**config.mk**
```make
export PLATFORM = sky130hd
export DESIGN_NAME = sfb_slave_cfg
export DESIGN_NICKNAME = d
export VERILOG_FILES = /design/src/logic/sfb_slave_cfg.v
export VERILOG_INCLUDE_DIRS = /design/src /design/src/logic
export SDC_FILE = /design/constraint.sdc
export NUM_CORES = 1
export LEC_CHECK = 0
export BUFFER_PORTS_ARGS = -buffer_cell sky130_fd_sc_hd__buf_2
export CORE_ASPECT_RATIO = 1.4
export CORE_MARGIN = 5
export CORE_UTILIZATION = 51
export DETAILED_ROUTE_END_ITERATION = 6
export MAX_ROUTING_LAYER = met4
export PLACE_DENSITY = 0.78
export SETUP_SLACK_MARGIN = 0.15
export SYNTH_ARGS = -nofsm -noshare
export SYNTH_HDL_FRONTEND = slang
export SYNTH_SLANG_ARGS = --single-unit
```
**constraint.sdc**
```tcl
create_clock -name aclk -period 3 [get_ports aclk]
set_input_delay 0.45 -clock aclk [delete_from_list [all_inputs] [get_ports aclk]]
set_output_delay 0.45 -clock aclk [all_outputs]
set_load 0.05 [all_outputs]
```
**src/logic/sfb_regs.vh**
```
// register map, reset values and timing counts of the fieldbus slave configuration block
`ifndef SFB_REGS_VH
`define SFB_REGS_VH
// ----------------------------------------
// register byte offsets
// ----------------------------------------
`define SFB_A_RATE      8'h00
`define SFB_A_ADDR      8'h04
`define SFB_A_PZD       8'h08
`define SFB_A_PKW       8'h0c
`define SFB_A_PROC      8'h10
`define SFB_A_GAP       8'h14
`define SFB_A_DEAD      8'h18
`define SFB_A_PROT      8'h1c
`define SFB_A_PAR       8'h20
`define SFB_A_MON       8'h24
`define SFB_A_STAT      8'h28
`define SFB_A_IRQ       8'h2c
`define SFB_A_MASK      8'h30
`define SFB_A_CNT0      8'h40
`define SFB_A_CNT7      8'h5c
// ----------------------------------------
// reset values and limits
// ----------------------------------------
`define SFB_RATE_RST    4'h8
`define SFB_RATE_MIN    4'h4
`define SFB_RATE_MAX    4'hd
`define SFB_ADDR_MAX    5'h1e
`define SFB_PZD_RST     8'h02
`define SFB_PKW_VAR     7'h7f
`define SFB_PROC_RST    16'h03e8
`define SFB_MON_RST     16'h0064
`define SFB_PROT_SERIAL 2'h1
`define SFB_PAR_NONE    2'h0
`define SFB_PAR_EVEN    2'h2
// ----------------------------------------
// status and interrupt fields
// ----------------------------------------
`define SFB_IRQ_LINK    0
`define SFB_IRQ_PROC    1
`define SFB_IRQ_GAP     2
`define SFB_IRQ_REJ     3
`define SFB_IRQ_W       4
// ----------------------------------------
// timing
// ----------------------------------------
`define SFB_CLK_HZ      125000000
`define SFB_CLK_NS      8
`define SFB_MS_NS       1000000
`define SFB_MS_CYCLES   (`SFB_MS_NS / `SFB_CLK_NS)
`define SFB_GAP_INH_MS  16'h0002
`endif

```
**src/logic/sfb_slave_cfg.v**
```verilog
// fieldbus serial slave configuration, timing supervision and error statistics
`timescale 1ns/10ps
// Operation
// - bit rate code 4..13, default 8
// - software address accepted 0..30, default 0
// - switch zero selects software address
// - address latched only after reset
// - process word count, default two
// - parameter words 0, 3, 4, 127 variable
// - processing time limit, default 1000 ms
// - character gap limit, zero means inherent
// - dead time between telegrams, default zero
// - counters: good and rejected telegrams
// - counters: framing and overrun errors
// - counters: parity and start-character errors
// - counters: checksum and length errors
// - protocol runs when selection equals one
// - parity none, odd, even; default even
// - link monitor time, default 100 ms
// - monitor time zero disables monitoring
`include "sfb_regs.vh"
module sfb_slave_cfg #(
  parameter SW_W      = 7,
  parameter MS_CYCLES = `SFB_MS_CYCLES
) (
  input  wire        aclk,
  input  wire        aresetn,
  input  wire [7:0]  s_axi_awaddr,
  input  wire        s_axi_awvalid,
  output wire        s_axi_awready,
  input  wire [31:0] s_axi_wdata,
  input  wire [3:0]  s_axi_wstrb,
  input  wire        s_axi_wvalid,
  output wire        s_axi_wready,
  output reg  [1:0]  s_axi_bresp,
  output reg         s_axi_bvalid,
  input  wire        s_axi_bready,
  input  wire [7:0]  s_axi_araddr,
  input  wire        s_axi_arvalid,
  output wire        s_axi_arready,
  output reg  [31:0] s_axi_rdata,
  output reg  [1:0]  s_axi_rresp,
  output reg         s_axi_rvalid,
  input  wire        s_axi_rready,
  input  wire [SW_W-1:0] addr_switch,
  input  wire [7:0]  stat_event,
  input  wire        rx_char,
  input  wire        reply_done,
  output reg  [15:0] baud_divisor,
  output reg  [4:0]  active_address,
  output reg         address_valid,
  output reg  [7:0]  process_data_words,
  output reg  [6:0]  parameter_channel_words,
  output reg         protocol_enable,
  output reg  [1:0]  parity_mode,
  output reg         telegram_accept,
  output reg         gap_timeout,
  output reg         tx_inhibit,
  output reg         link_fault,
  output wire        irq
);

  // ----------------------------------------
  // decode helpers
  // ----------------------------------------
  function [15:0] rate_div;
    input [3:0] code;
    reg   [31:0] q;
    begin
      case (code)
        4'h4: q = `SFB_CLK_HZ / 2400;
        4'h5: q = `SFB_CLK_HZ / 4800;
        4'h6: q = `SFB_CLK_HZ / 9600;
        4'h7: q = `SFB_CLK_HZ / 19200;
        4'h8: q = `SFB_CLK_HZ / 38400;
        4'h9: q = `SFB_CLK_HZ / 57600;
        4'ha: q = `SFB_CLK_HZ / 76800;
        4'hb: q = `SFB_CLK_HZ / 93750;
        4'hc: q = `SFB_CLK_HZ / 115200;
        default: q = `SFB_CLK_HZ / 187500;
      endcase
      // slowest rate still fits sixteen bits
      rate_div = q[15:0];
    end
  endfunction

  function pkw_ok;
    input [31:0] v;
    begin
      pkw_ok = (v == 32'h0) || (v == 32'h3) || (v == 32'h4) || (v == 32'h7f);
    end
  endfunction

  // ----------------------------------------
  // bus slave
  // ----------------------------------------
  reg  [7:0]  aw_addr;
  reg         aw_full;
  reg  [31:0] w_data;
  reg         w_full;
  reg  [3:0]  wr_strb;
  reg  [3:0]  rate_code;
  reg  [4:0]  addr_setting;
  reg  [15:0] proc_ms;
  reg  [15:0] gap_ms;
  reg  [15:0] dead_ms;
  reg  [1:0]  prot_sel;
  reg  [15:0] mon_ms;
  reg  [`SFB_IRQ_W-1:0] irq_stat;
  reg  [`SFB_IRQ_W-1:0] irq_mask;
  reg  [31:0] err_cnt [0:7];
  reg  [31:0] rd_mux;
  reg         rd_hit;
  wire        do_wr;
  wire        wr_full_word;
  reg  [`SFB_IRQ_W-1:0] irq_evt;

  assign s_axi_awready = ~aw_full;
  assign s_axi_wready  = ~w_full;
  assign s_axi_arready = ~s_axi_rvalid;
  assign do_wr         = aw_full & w_full & ~s_axi_bvalid;
  // every setting only changes on a whole-word write; an interrupt clear does not need one
  assign wr_full_word  = &wr_strb;

  always @(posedge aclk) begin
    if (!aresetn) begin
      aw_full       <= 1'b0;
      w_full        <= 1'b0;
      aw_addr       <= 8'h00;
      w_data        <= 32'h0;
      wr_strb       <= 4'h0;
      s_axi_bvalid  <= 1'b0;
      s_axi_bresp   <= 2'h0;
    end else begin
      if (s_axi_awvalid && !aw_full) begin
        aw_full <= 1'b1;
        aw_addr <= s_axi_awaddr;
      end
      if (s_axi_wvalid && !w_full) begin
        w_full        <= 1'b1;
        w_data        <= s_axi_wdata;
        wr_strb       <= s_axi_wstrb;
      end
      if (do_wr) begin
        aw_full      <= 1'b0;
        w_full       <= 1'b0;
        s_axi_bvalid <= 1'b1;
        s_axi_bresp  <= (aw_addr <= `SFB_A_MASK || (aw_addr >= `SFB_A_CNT0 &&
                         aw_addr <= `SFB_A_CNT7)) && aw_addr[1:0] == 2'h0 ? 2'h0 : 2'h2;
      end else if (s_axi_bready) begin
        s_axi_bvalid <= 1'b0;
      end
    end
  end

  // settings written by software; out-of-range rate, address, word-count and parity values are dropped
  always @(posedge aclk) begin
    if (!aresetn) begin
      rate_code               <= `SFB_RATE_RST;
      addr_setting            <= 5'h00;
      process_data_words      <= `SFB_PZD_RST;
      parameter_channel_words <= `SFB_PKW_VAR;
      proc_ms                 <= `SFB_PROC_RST;
      gap_ms                  <= 16'h0000;
      dead_ms                 <= 16'h0000;
      prot_sel                <= `SFB_PROT_SERIAL;
      parity_mode             <= `SFB_PAR_EVEN;
      mon_ms                  <= `SFB_MON_RST;
      irq_mask                <= {`SFB_IRQ_W{1'b0}};
    end else if (do_wr && wr_full_word) begin
      case (aw_addr)
        `SFB_A_RATE: begin
          if (w_data >= {28'h0, `SFB_RATE_MIN} && w_data <= {28'h0, `SFB_RATE_MAX})
            rate_code <= w_data[3:0];
        end
        `SFB_A_ADDR: begin
          if (w_data <= {27'h0, `SFB_ADDR_MAX})
            addr_setting <= w_data[4:0];
        end
        `SFB_A_PZD: begin
          if (w_data[31:8] == 24'h0)
            process_data_words <= w_data[7:0];
        end
        `SFB_A_PKW: begin
          if (pkw_ok(w_data))
            parameter_channel_words <= w_data[6:0];
        end
        `SFB_A_PROC: proc_ms <= w_data[15:0];
        `SFB_A_GAP:  gap_ms <= w_data[15:0];
        `SFB_A_DEAD: dead_ms <= w_data[15:0];
        `SFB_A_PROT: prot_sel <= w_data[1:0];
        `SFB_A_PAR: begin
          if (w_data <= {30'h0, `SFB_PAR_EVEN})
            parity_mode <= w_data[1:0];
        end
        `SFB_A_MON:  mon_ms <= w_data[15:0];
        `SFB_A_MASK: irq_mask <= w_data[`SFB_IRQ_W-1:0];
        default: ;
      endcase
    end
  end

  always @* begin
    rd_hit = 1'b1;
    rd_mux = 32'h0;
    case (s_axi_araddr)
      `SFB_A_RATE: rd_mux = {28'h0, rate_code};
      `SFB_A_ADDR: rd_mux = {27'h0, addr_setting};
      `SFB_A_PZD:  rd_mux = {24'h0, process_data_words};
      `SFB_A_PKW:  rd_mux = {25'h0, parameter_channel_words};
      `SFB_A_PROC: rd_mux = {16'h0, proc_ms};
      `SFB_A_GAP:  rd_mux = {16'h0, gap_ms};
      `SFB_A_DEAD: rd_mux = {16'h0, dead_ms};
      `SFB_A_PROT: rd_mux = {30'h0, prot_sel};
      `SFB_A_PAR:  rd_mux = {30'h0, parity_mode};
      `SFB_A_MON:  rd_mux = {16'h0, mon_ms};
      `SFB_A_STAT: rd_mux = {24'h0, tx_inhibit, link_fault, address_valid, active_address};
      `SFB_A_IRQ:  rd_mux = {{(32-`SFB_IRQ_W){1'b0}}, irq_stat};
      `SFB_A_MASK: rd_mux = {{(32-`SFB_IRQ_W){1'b0}}, irq_mask};
      default: begin
        if (s_axi_araddr >= `SFB_A_CNT0 && s_axi_araddr <= `SFB_A_CNT7 &&
            s_axi_araddr[1:0] == 2'h0)
          rd_mux = err_cnt[s_axi_araddr[4:2]];
        else
          rd_hit = 1'b0;
      end
    endcase
  end

  always @(posedge aclk) begin
    if (!aresetn) begin
      s_axi_rvalid <= 1'b0;
      s_axi_rdata  <= 32'h0;
      s_axi_rresp  <= 2'h0;
    end else if (s_axi_arvalid && !s_axi_rvalid) begin
      s_axi_rvalid <= 1'b1;
      s_axi_rdata  <= rd_mux;
      s_axi_rresp  <= rd_hit ? 2'h0 : 2'h2;
    end else if (s_axi_rready) begin
      s_axi_rvalid <= 1'b0;
    end
  end

  // ----------------------------------------
  // slave address capture
  // ----------------------------------------
  reg  [SW_W-1:0] sw_s1;
  reg  [SW_W-1:0] sw_s2;
  reg  [SW_W-1:0] sw_s3;
  reg  [1:0]      settle;

  always @(posedge aclk) begin
    if (!aresetn) begin
      sw_s1          <= {SW_W{1'b0}};
      sw_s2          <= {SW_W{1'b0}};
      sw_s3          <= {SW_W{1'b0}};
      settle         <= 2'h0;
      address_valid  <= 1'b0;
      active_address <= 5'h00;
    end else begin
      sw_s1 <= addr_switch;
      sw_s2 <= sw_s1;
      sw_s3 <= sw_s2;
      if (settle != 2'h3)
        settle <= settle + 2'h1;
      // taken once after reset; later writes wait for the next reset
      if (!address_valid && settle == 2'h3 && sw_s2 == sw_s3) begin
        address_valid  <= 1'b1;
        active_address <= (sw_s3 == {SW_W{1'b0}}) ? addr_setting : sw_s3[4:0];
      end
    end
  end

  // ----------------------------------------
  // telegram qualification and statistics
  // ----------------------------------------
  wire any_err = |stat_event[7:2];
  wire tel_end = |stat_event;
  genvar gi;

  generate
    for (gi = 0; gi < 8; gi = gi + 1) begin : g_cnt
      always @(posedge aclk) begin
        if (!aresetn)
          err_cnt[gi] <= 32'h0;
        else if (stat_event[gi])
          err_cnt[gi] <= err_cnt[gi] + 32'h1;
      end
    end
  endgenerate

  always @(posedge aclk) begin
    if (!aresetn) begin
      baud_divisor    <= rate_div(`SFB_RATE_RST);
      protocol_enable <= 1'b0;
      telegram_accept <= 1'b0;
    end else begin
      baud_divisor    <= rate_div(rate_code);
      protocol_enable <= (prot_sel == `SFB_PROT_SERIAL) && address_valid;
      // a good telegram with any error flag in the same cycle is dropped
      telegram_accept <= stat_event[0] & ~stat_event[1] & ~any_err & protocol_enable;
    end
  end

  // ----------------------------------------
  // millisecond timers
  // ----------------------------------------
  reg  [16:0] tick_cnt;
  reg         ms_tick;
  reg  [15:0] mon_cnt;
  reg  [15:0] proc_cnt;
  reg         proc_run;
  reg  [15:0] gap_cnt;
  reg         in_tel;
  reg  [15:0] dead_cnt;
  wire [15:0] gap_lim = (gap_ms == 16'h0) ? `SFB_GAP_INH_MS : gap_ms;

  always @(posedge aclk) begin
    if (!aresetn) begin
      tick_cnt <= 17'h0;
      ms_tick  <= 1'b0;
    end else begin
      ms_tick  <= (tick_cnt == MS_CYCLES - 1);
      tick_cnt <= (tick_cnt == MS_CYCLES - 1) ? 17'h0 : tick_cnt + 17'h1;
    end
  end

  always @(posedge aclk) begin
    if (!aresetn) begin
      mon_cnt     <= 16'h0;
      link_fault  <= 1'b0;
      proc_cnt    <= 16'h0;
      proc_run    <= 1'b0;
      gap_cnt     <= 16'h0;
      in_tel      <= 1'b0;
      gap_timeout <= 1'b0;
      dead_cnt    <= 16'h0;
      tx_inhibit  <= 1'b0;
      irq_evt     <= {`SFB_IRQ_W{1'b0}};
    end else begin
      irq_evt <= {`SFB_IRQ_W{1'b0}};
      // link supervision
      if (mon_ms == 16'h0 || !protocol_enable || telegram_accept) begin
        mon_cnt    <= 16'h0;
        link_fault <= 1'b0;
      end else if (ms_tick && !link_fault) begin
        mon_cnt <= mon_cnt + 16'h1;
        if (mon_cnt + 16'h1 >= mon_ms) begin
          link_fault                 <= 1'b1;
          irq_evt[`SFB_IRQ_LINK]     <= 1'b1;
        end
      end
      // processing time from accept to reply
      if (telegram_accept) begin
        proc_run <= 1'b1;
        proc_cnt <= 16'h0;
      end else if (reply_done) begin
        proc_run <= 1'b0;
      end else if (proc_run && ms_tick) begin
        proc_cnt <= proc_cnt + 16'h1;
        if (proc_cnt + 16'h1 >= proc_ms) begin
          proc_run               <= 1'b0;
          irq_evt[`SFB_IRQ_PROC] <= 1'b1;
        end
      end
      // character gap inside a telegram
      gap_timeout <= 1'b0;
      if (tel_end) begin
        in_tel  <= 1'b0;
        gap_cnt <= 16'h0;
      end else if (rx_char) begin
        in_tel  <= 1'b1;
        gap_cnt <= 16'h0;
      end else if (in_tel && ms_tick) begin
        gap_cnt <= gap_cnt + 16'h1;
        if (gap_cnt + 16'h1 >= gap_lim) begin
          in_tel                <= 1'b0;
          gap_timeout           <= 1'b1;
          irq_evt[`SFB_IRQ_GAP] <= 1'b1;
        end
      end
      // line quiet time after each telegram end
      if (tel_end && dead_ms != 16'h0) begin
        tx_inhibit <= 1'b1;
        dead_cnt   <= 16'h0;
      end else if (tx_inhibit && ms_tick) begin
        dead_cnt <= dead_cnt + 16'h1;
        if (dead_cnt + 16'h1 >= dead_ms)
          tx_inhibit <= 1'b0;
      end
      if (stat_event[1])
        irq_evt[`SFB_IRQ_REJ] <= 1'b1;
    end
  end

  // ----------------------------------------
  // interrupts
  // ----------------------------------------
  wire wr_irq = do_wr && aw_addr == `SFB_A_IRQ;

  always @(posedge aclk) begin
    if (!aresetn)
      irq_stat <= {`SFB_IRQ_W{1'b0}};
    else // set wins over a clear in the same cycle
      irq_stat <= (irq_stat & ~(wr_irq ? w_data[`SFB_IRQ_W-1:0] : {`SFB_IRQ_W{1'b0}}))
                  | irq_evt;
  end

  assign irq = |(irq_stat & irq_mask);

endmodule

```
==> summary.txt, run 1 <==
STA
  • Final setup violation count: 0
  • Final hold viol count: 0
  • Post-Route Skew: 47.3 ps
  • Tcrit/Tclk final: 95.6%
  • Final Critical Period: 2870 ps
  • Fmax: 349 MHz
  • Slew headroom: 41.5%
  • RSZ-0062 raised after global routing: true
  • TNS Setup: 0 ps
  • Least-Margin Pin Slew: 875 ps
  • Final max-slew violation count: 0
  • Setup ws final: 132 ps

Floorplanning
  • Initial Utilization: 51.3%
  • Io pins: 162
  • Die X: 219 um
  • Rows: 107
  • Core box area: 0.0606 mm^2
  • Die area: 0.0661 mm^2
  • DIE HEIGHT: 302 um

Yosys
  • Synth warn: 0
  • Register bit total from synthesis: 575
  • Count of cell types in the netlist: 72
  • Dominant synthesized flop cell: dfxtp_1
  • Post-synth EDFFs: 256
  • Synthesized cell area: 0.0311 mm^2
  • Register area share after synthesis: 45.2%
  • Asr flop ratio synth: 0%
  • Syn Inst Count: 3224
  • Syn avg cell area: 9.65 um^2

Clocking
  • TritonCTS Sinks: 575
  • Reg clk slew, reported paths: 70 ps
  • Worst-Skew Late Latency: 650 ps
  • Num CTS Buffers: 56
  • CTS tree: yes
  • Clock root buffer: clkbuf_16
  • H-tree lvl count: 2
  • Max clock buf depth: 3

Global routing
  • Vias in the first global route: 24.2k
  • First-pass GRT wire length: 136000 um
  • Initial antenna violation count: 0
  • Total GRT Usage: 26.8%
  • Total grt overflow: 0
  • Largest net degree at the start of global routing: 111

Cells and area
  • Fillcell total: 5101
  • Synthesis-to-finish area growth: 13.2%
  • Final std cells w/o fill: 4253
  • Final core utilization: 58.1%
  • Share of post-route cells with drive strength above 1: 13.5%
  • # nets final: 3547

Worst hold path
  • Hold WC Path Type: input port to flop
  • Hold path cells: 2

Critical path
  • Critical setup path kind: flop to flop
  • Max FO, Critical Path: 4
  • CP max-delay cell: or4_4
  • Top Family by Delay on Critical Path: simple AND/OR/NAND/NOR gates
  • Max incr delay on CP: 610 ps
  • Critical-path cell list: ha_4 -> nand3_2 -> or4_4 -> nor2_4 -> xor2_2 -> ha_1 -> and4_1 -> a221o_1 -> a41oi_2 -> o21ai_1 -> a211oi_1
  • Levels on crit path: 11
  • Crit path buffers/inverters: 0
  • CP required: 3560 ps
  • Cell depth of the worst flop-to-flop path: 11
  • CP Data Arrival Time: 3430 ps
  • Critical path launch point type: flop
  • Crit path capture type: flop

Route
  • Post-DRT Antenna Nets: 0
  • DRC Markers: 0
  • WL/cell: 20.8 um
  • Detailed Route WL: 88600 um
  • Detailed Routing Iterations Pass 1: 7
  • Vias post-DR: 25.0k
  • Initial DRC Count: 2325
  • Drt via density: 5.88

Outcome
  • Status: finished, final reports clean

Power and ir drop
  • Power Density: 503 mW/mm^2
  • Pleak: 12.9 nW
  • Pwr Total: 0.0177 W
  • IR Drop Worst-Case VDD: 0.445 mV

Place
  • Pre-CTS setup slack: 23.0 ps
  • Port buffer count: 159
  • DP HPWL: 64800 um
  • Routability cong.: 0.981
  • Dpl cells: 4137

Flow run
  • Max Cap Violations: 0
## layout by cell type (no fill, tap or decap), types with 12 or more instances in the layout
cell type,synthesis,routed
inv_1,114,114
a21oi_1,92,92
clkinv_2,0,13
nand2_1,318,317
or3_1,58,58
xnor2_1,136,136
nand4_1,67,67
dfxtp_1,319,313
nand2b_1,31,31
edfxtp_1,256,256
nor4_1,39,38
and2_1,58,58
nand3_1,151,148
buf_2,16,156
a21boi_0,44,44
o211a_1,15,15
xor2_1,184,183
clkbuf_1,120,12
clkbuf_16,0,58
and3_1,48,48
o21ai_0,135,133
nor3_1,43,42
buf_4,7,90
mux2i_1,135,135
nor2b_1,92,90
mux4_2,65,65
ha_1,84,80
and4_1,29,29
nor2_1,396,388
a21o_1,21,21
a221oi_1,13,12
o211ai_1,21,21
## worst register-to-register path: stages, from the launching register on
cell      delay (ps)
dfxtp_4          380
ha_4             140
nand3_2           70
or4_4            610
nor2_4           150
xor2_2           160
ha_1             260
and4_1           220
a221o_1          330
a41oi_2          180
o21ai_1           90
a211oi_1         190
## worst paths after layout
| check | endpoint | slack (ps) | start |
|---|---|---|---|
| max reg2reg | in_tel | 130 | gap_cnt[0] |
| max | in_tel | 130 | gap_cnt[0] |
| min | sw_s1[0] | 30 | addr_switch[0] |
| min reg2reg | sw_s2[4] | 440 | sw_s1[4] |
## logic make-up (layout without fill, tap and decap cells)
family | after synthesis | in the layout | share of synthesized area (%)
AO/OA/AOI/OAI | 396 | 396 | 8.06
AND/OR/NAND/NOR | 1376 | 1376 | 21.7
other | 1 | 4 | 0.0120
buffers and inverters | 267 | 476 | 3.37
multiplexers | 205 | 205 | 9.23
flip-flops | 575 | 575 | 45.2
adder cells (fa/ha/maj) | 84 | 84 | 3.38
XOR/XNOR | 320 | 320 | 9.00
## cells in the mapped netlist (all sizes together), types with 6 or more instances
cell type / n / area share, %
nor2: 398 / 4.8
dfxtp: 319 / 21
nand2: 318 / 3.8
edfxtp: 256 / 25
xor2: 184 / 5.2
nand3: 151 / 2.4
xnor2: 136 / 3.8
mux2i: 135 / 4.3
o21ai: 135 / 2.2
clkbuf: 121 / 1.5
inv: 114 / 1.4
a21oi: 92 / 1.5
nor2b: 92 / 1.8
ha: 84 / 3.4
nand4: 67 / 1.3
mux4: 65 / 4.7
and2: 58 / 1.2
or3: 58 / 1.2
and3: 48 / 0.96
nor3: 45 / 0.76
a21boi: 44 / 1.1
nor4: 43 / 1.0
buf: 32 / 0.53
nand2b: 31 / 0.62
and4: 29 / 0.82
a21o: 21 / 0.51
o211ai: 21 / 0.51
or4: 17 / 0.41
o211a: 15 / 0.48
a221oi: 13 / 0.37
a22oi: 8 / 0.19
or2: 7 / 0.14
nand3b: 6 / 0.16
## timing repair
item	4_1_cts	5_1_grt
pin swaps	0	10
gates resized for setup	10	35
hold buffers	7	0
setup endpoints to repair	6	7
hold endpoints to repair	7	0
setup buffers	0	2
## routing by layer
| metal | GRT usage (%) | part of all wire [%] | up-vias |
|---|---|---|---|
| met2 | 45.4 | 50 | 1013 |
| met3 | 3.54 | 6.8 | 210 |
| met1 | 31.6 | 38 | 12000 |
| li1 | - | - | 11700 |
| met4 | 12.9 | 5.5 | 0 |
| met5 | - | 0 | - |
## power breakdown
group	internal [W]	total, W	switching [W]
Clock	0.00421	0.00743	0.00322
Sequential	0.00850	0.00891	0.000406
Combinational	0.000551	0.00139	0.000838
Total	0.0133	0.0177	0.00446
## flip-flops by register name, summed over array words and instances (netlist names), 7 cells and up
name and count:
aw_addr 8, baud_divisor 16, dead_cnt 16, dead_ms 16, err_cnt 256, gap_cnt 16, gap_ms 16, mon_cnt 16
mon_ms 16, parameter_channel_words 7, proc_cnt 16, proc_ms 16, process_data_words 8, s_axi_rdata 32, sw_s1 7, sw_s2 7
sw_s3 7, tick_cnt 17, w_data 32
## cell type report
class	count	area (um^2)	share of cell area (%)
inverters	114	428	1.21
diodes	2	5.00	0.0142
multi-input cells	2383	16200	45.9
well taps	817	1020	2.90
clock buffers	75	1570	4.44
flip-flops and latches	575	14100	40.0
clock inverters	30	358	1.02
repair buffers	257	1600	4.53
## through the flow
| step | instance area [um^2] | hold slack, ps |
|---|---|---|
| after CTS | 35100 | 5.89 |
| after global routing | 35200 | 20.4 |
| after global placement | 33100 | 418 |
| after floorplan | 31100 | 412 |
| final | 35200 | 28.0 |
| after detailed placement | 33100 | 419 |
Note: power is estimated with default switching activity, not from simulation.
==> inputs of run 2 (changes only) <==
--- a/config.mk
+++ b/config.mk
@@ -11,6 +11,7 @@
 export CORE_MARGIN = 5
 export CORE_UTILIZATION = 51
 export DETAILED_ROUTE_END_ITERATION = 6
+export GPL_TIMING_DRIVEN = 0
 export MAX_ROUTING_LAYER = met4
 export PLACE_DENSITY = 0.78
 export SETUP_SLACK_MARGIN = 0.15
==> run 2 against run 1 <==
  * Sequential power is essentially flat
  * Wire length increased by 12%
  * Via count is 3.4% higher
  * Highest routed layer unchanged
==> summary.txt, run 2 (synthesis results as in run 1) <==
STA
  • Post-Route Skew: 21.1 ps
  • Final max-slew violation count: 0
  • Setup ws final: 103 ps
  • TNS Setup: 0 ps
  • Fmax: 345 MHz
  • Final hold viol count: 0
  • Slew headroom: 23.8%
  • Least-Margin Pin Slew: 1140 ps
  • Tcrit/Tclk final: 96.6%
  • Final Critical Period: 2900 ps
  • Final setup violation count: 0
  • RSZ-0062 raised after global routing: true
  • Hold slack: 32.2 ps

Floorplanning
  • Initial Utilization: 51.3%
  • Die X: 219 um
  • DIE HEIGHT: 302 um
  • Die area: 0.0661 mm^2
  • Io pins: 162
  • Core box area: 0.0606 mm^2
  • Rows: 107

Route
  • Initial DRC Count: 2682
  • WL/cell: 22.9 um
  • Highest Signal Layer: met4
  • Met2 routed WL: 48100 um
  • DRC Markers: 0
  • Vias post-DR: 25.9k
  • Detailed Routing Iterations Pass 1: 5
  • Post-DRT Antenna Nets: 0
  • Detailed Route WL: 99300 um
  • Met1 Wirelength: 36800 um
  • Drt via density: 5.98
  • Met3 routed WL: 7270 um

Global routing
  • Largest net degree at the start of global routing: 35
  • Total grt overflow: 0
  • Vias in the first global route: 25.0k
  • Total GRT Usage: 30.1%
  • First-pass GRT wire length: 149000 um
  • Initial antenna violation count: 4

Place
  • Dpl cell area: 0.0330 mm^2
  • Pre-CTS setup slack: -1340 ps
  • Dpl cells: 4198
  • DP HPWL: 74400 um
  • Port buffer count: 156
  • Routability cong.: 1.02

Worst hold path
  • Worst hold endpoint: sw_s1[3]
  • Hold path cells: 2
  • Hold WC Path Type: input port to flop
  • Min-delay src: addr_switch[3]

Cells and area
  • Fin area: 0.0355 mm^2
  • # nets final: 3620
  • Share of post-route cells with drive strength above 1: 13.3%
  • Final std cells w/o fill: 4329
  • Synthesis-to-finish area growth: 14.1%
  • Commonest non-fill, non-tap cell in the layout: nor2_1
  • Most flops, register: err_cnt
  • Register area: 0.0141 mm^2
  • Largest regs: err_cnt (256), s_axi_rdata (32), w_data (32)
  • Multi-input gate area: 0.0163 mm^2
  • Max reg flops: 256
  • Commonest non-fill, non-tap cells in the layout: nor2_1, nand2_1, dfxtp_1
  • Fillcell total: 5146

Critical path
  • Critical path launch point type: flop
  • Flop2flop setup slack: 100 ps
  • Max FO, Critical Path: 4
  • Crit path capture type: flop
  • CP required: 3530 ps
  • CP Data Arrival Time: 3430 ps
  • Worst r2r src: gap_cnt[0]
  • Critical setup path kind: flop to flop
  • Cell depth of the worst flop-to-flop path: 11
  • Worst reg2reg path endpoint: in_tel

Clocking
  • Max clock buf depth: 3
  • TritonCTS Sinks: 575
  • Worst-Skew Late Latency: 630 ps
  • CTS tree: yes
  • Num CTS Buffers: 57
  • Reg clk slew, reported paths: 60 ps
  • Clock root buffer: clkbuf_16
  • H-tree lvl count: 2

Power and ir drop
  • Power Density: 509 mW/mm^2
  • IR Drop Worst-Case VDD: 0.449 mV
  • Pleak: 12.9 nW

Outcome
  • Status: finished, final reports clean

Flow run
  • Max Cap Violations: 0
run 2: cell count changes in the layout (fill, tap and decap cells not counted), sizes merged:
cell	previous run	this run
inv	116	117
bufinv	6	8
clkinv	21	23
clkinvlp	1	4
diode	2	4
dlygate4sd3	7	0
clkbuf	75	186
buf	250	212
run 2: final cells by class:
cell class / instances / area share (%)
multi-input combinational: 2383 / 46.0
clock inverter: 38 / 1.16
tap: 817 / 2.88
timing repair buffer: 177 / 2.65
buffer: 152 / 1.83
inverter: 114 / 1.21
sequential: 575 / 39.8
antenna: 4 / 0.0282
clock buffer: 69 / 4.47
run 2: how the worst max path moves through the flow:
| stage | slack, ps | start | to | cells after the start |
|---|---|---|---|---|
| 3_3_place_gp | -1760 | aresetn | err_cnt[1][17] | 5 |
| 3_5_place_dp | -1340 | aresetn | err_cnt[7][15] | 5 |
| 5_1_grt | -40 | gap_cnt[0] | in_tel | 11 |
| 2_1_floorplan | 160 | gap_cnt[0] | in_tel | 11 |
| 4_1_cts | 100 | gap_cnt[0] | in_tel | 11 |
| 6_report | 100 | gap_cnt[0] | in_tel | 11 |
run 2: per-stage QoR:
stage                     total power, W  utilization (%)
after floorplan                  0.00985                -
after global placement            0.0105             54.3
after detailed placement          0.0105             54.3
after CTS                         0.0181             58.2
after global routing              0.0186             58.5
final                             0.0181             58.5
run 2: critical path: stages (launching register included):
cell	delay, ps
dfxtp_4	380
ha_4	150
nand3_4	70
or4_4	580
nor2_4	130
xor2_2	190
ha_1	270
and4_1	210
a221o_1	360
a41oi_2	180
o21ai_1	110
a211oi_2	180
run 2: repair_timing:
item	CTS	global route
hold buffers	0	0
setup endpoints to repair	234	35
setup buffers	18	3
resized for setup	58	57
pin swaps	18	17
run 2: power by group:
| group | total [W] | switching, W | internal [W] |
|---|---|---|---|
| clock network | 0.00772 | 0.00327 | 0.00446 |
| logic | 0.00147 | 0.000938 | 0.000529 |
| registers | 0.00889 | 0.000395 | 0.00850 |
| total | 0.0181 | 0.00460 | 0.0135 |
run 2: layer usage:
| metal | track usage, % | vias to the layer above |
|---|---|---|
| li1 | - | 11900 |
| met1 | 35.1 | 12400 |
| met3 | 3.93 | 313 |
| met4 | 16.9 | 0 |
| met5 | - | - |
| met2 | 50.4 | 1249 |
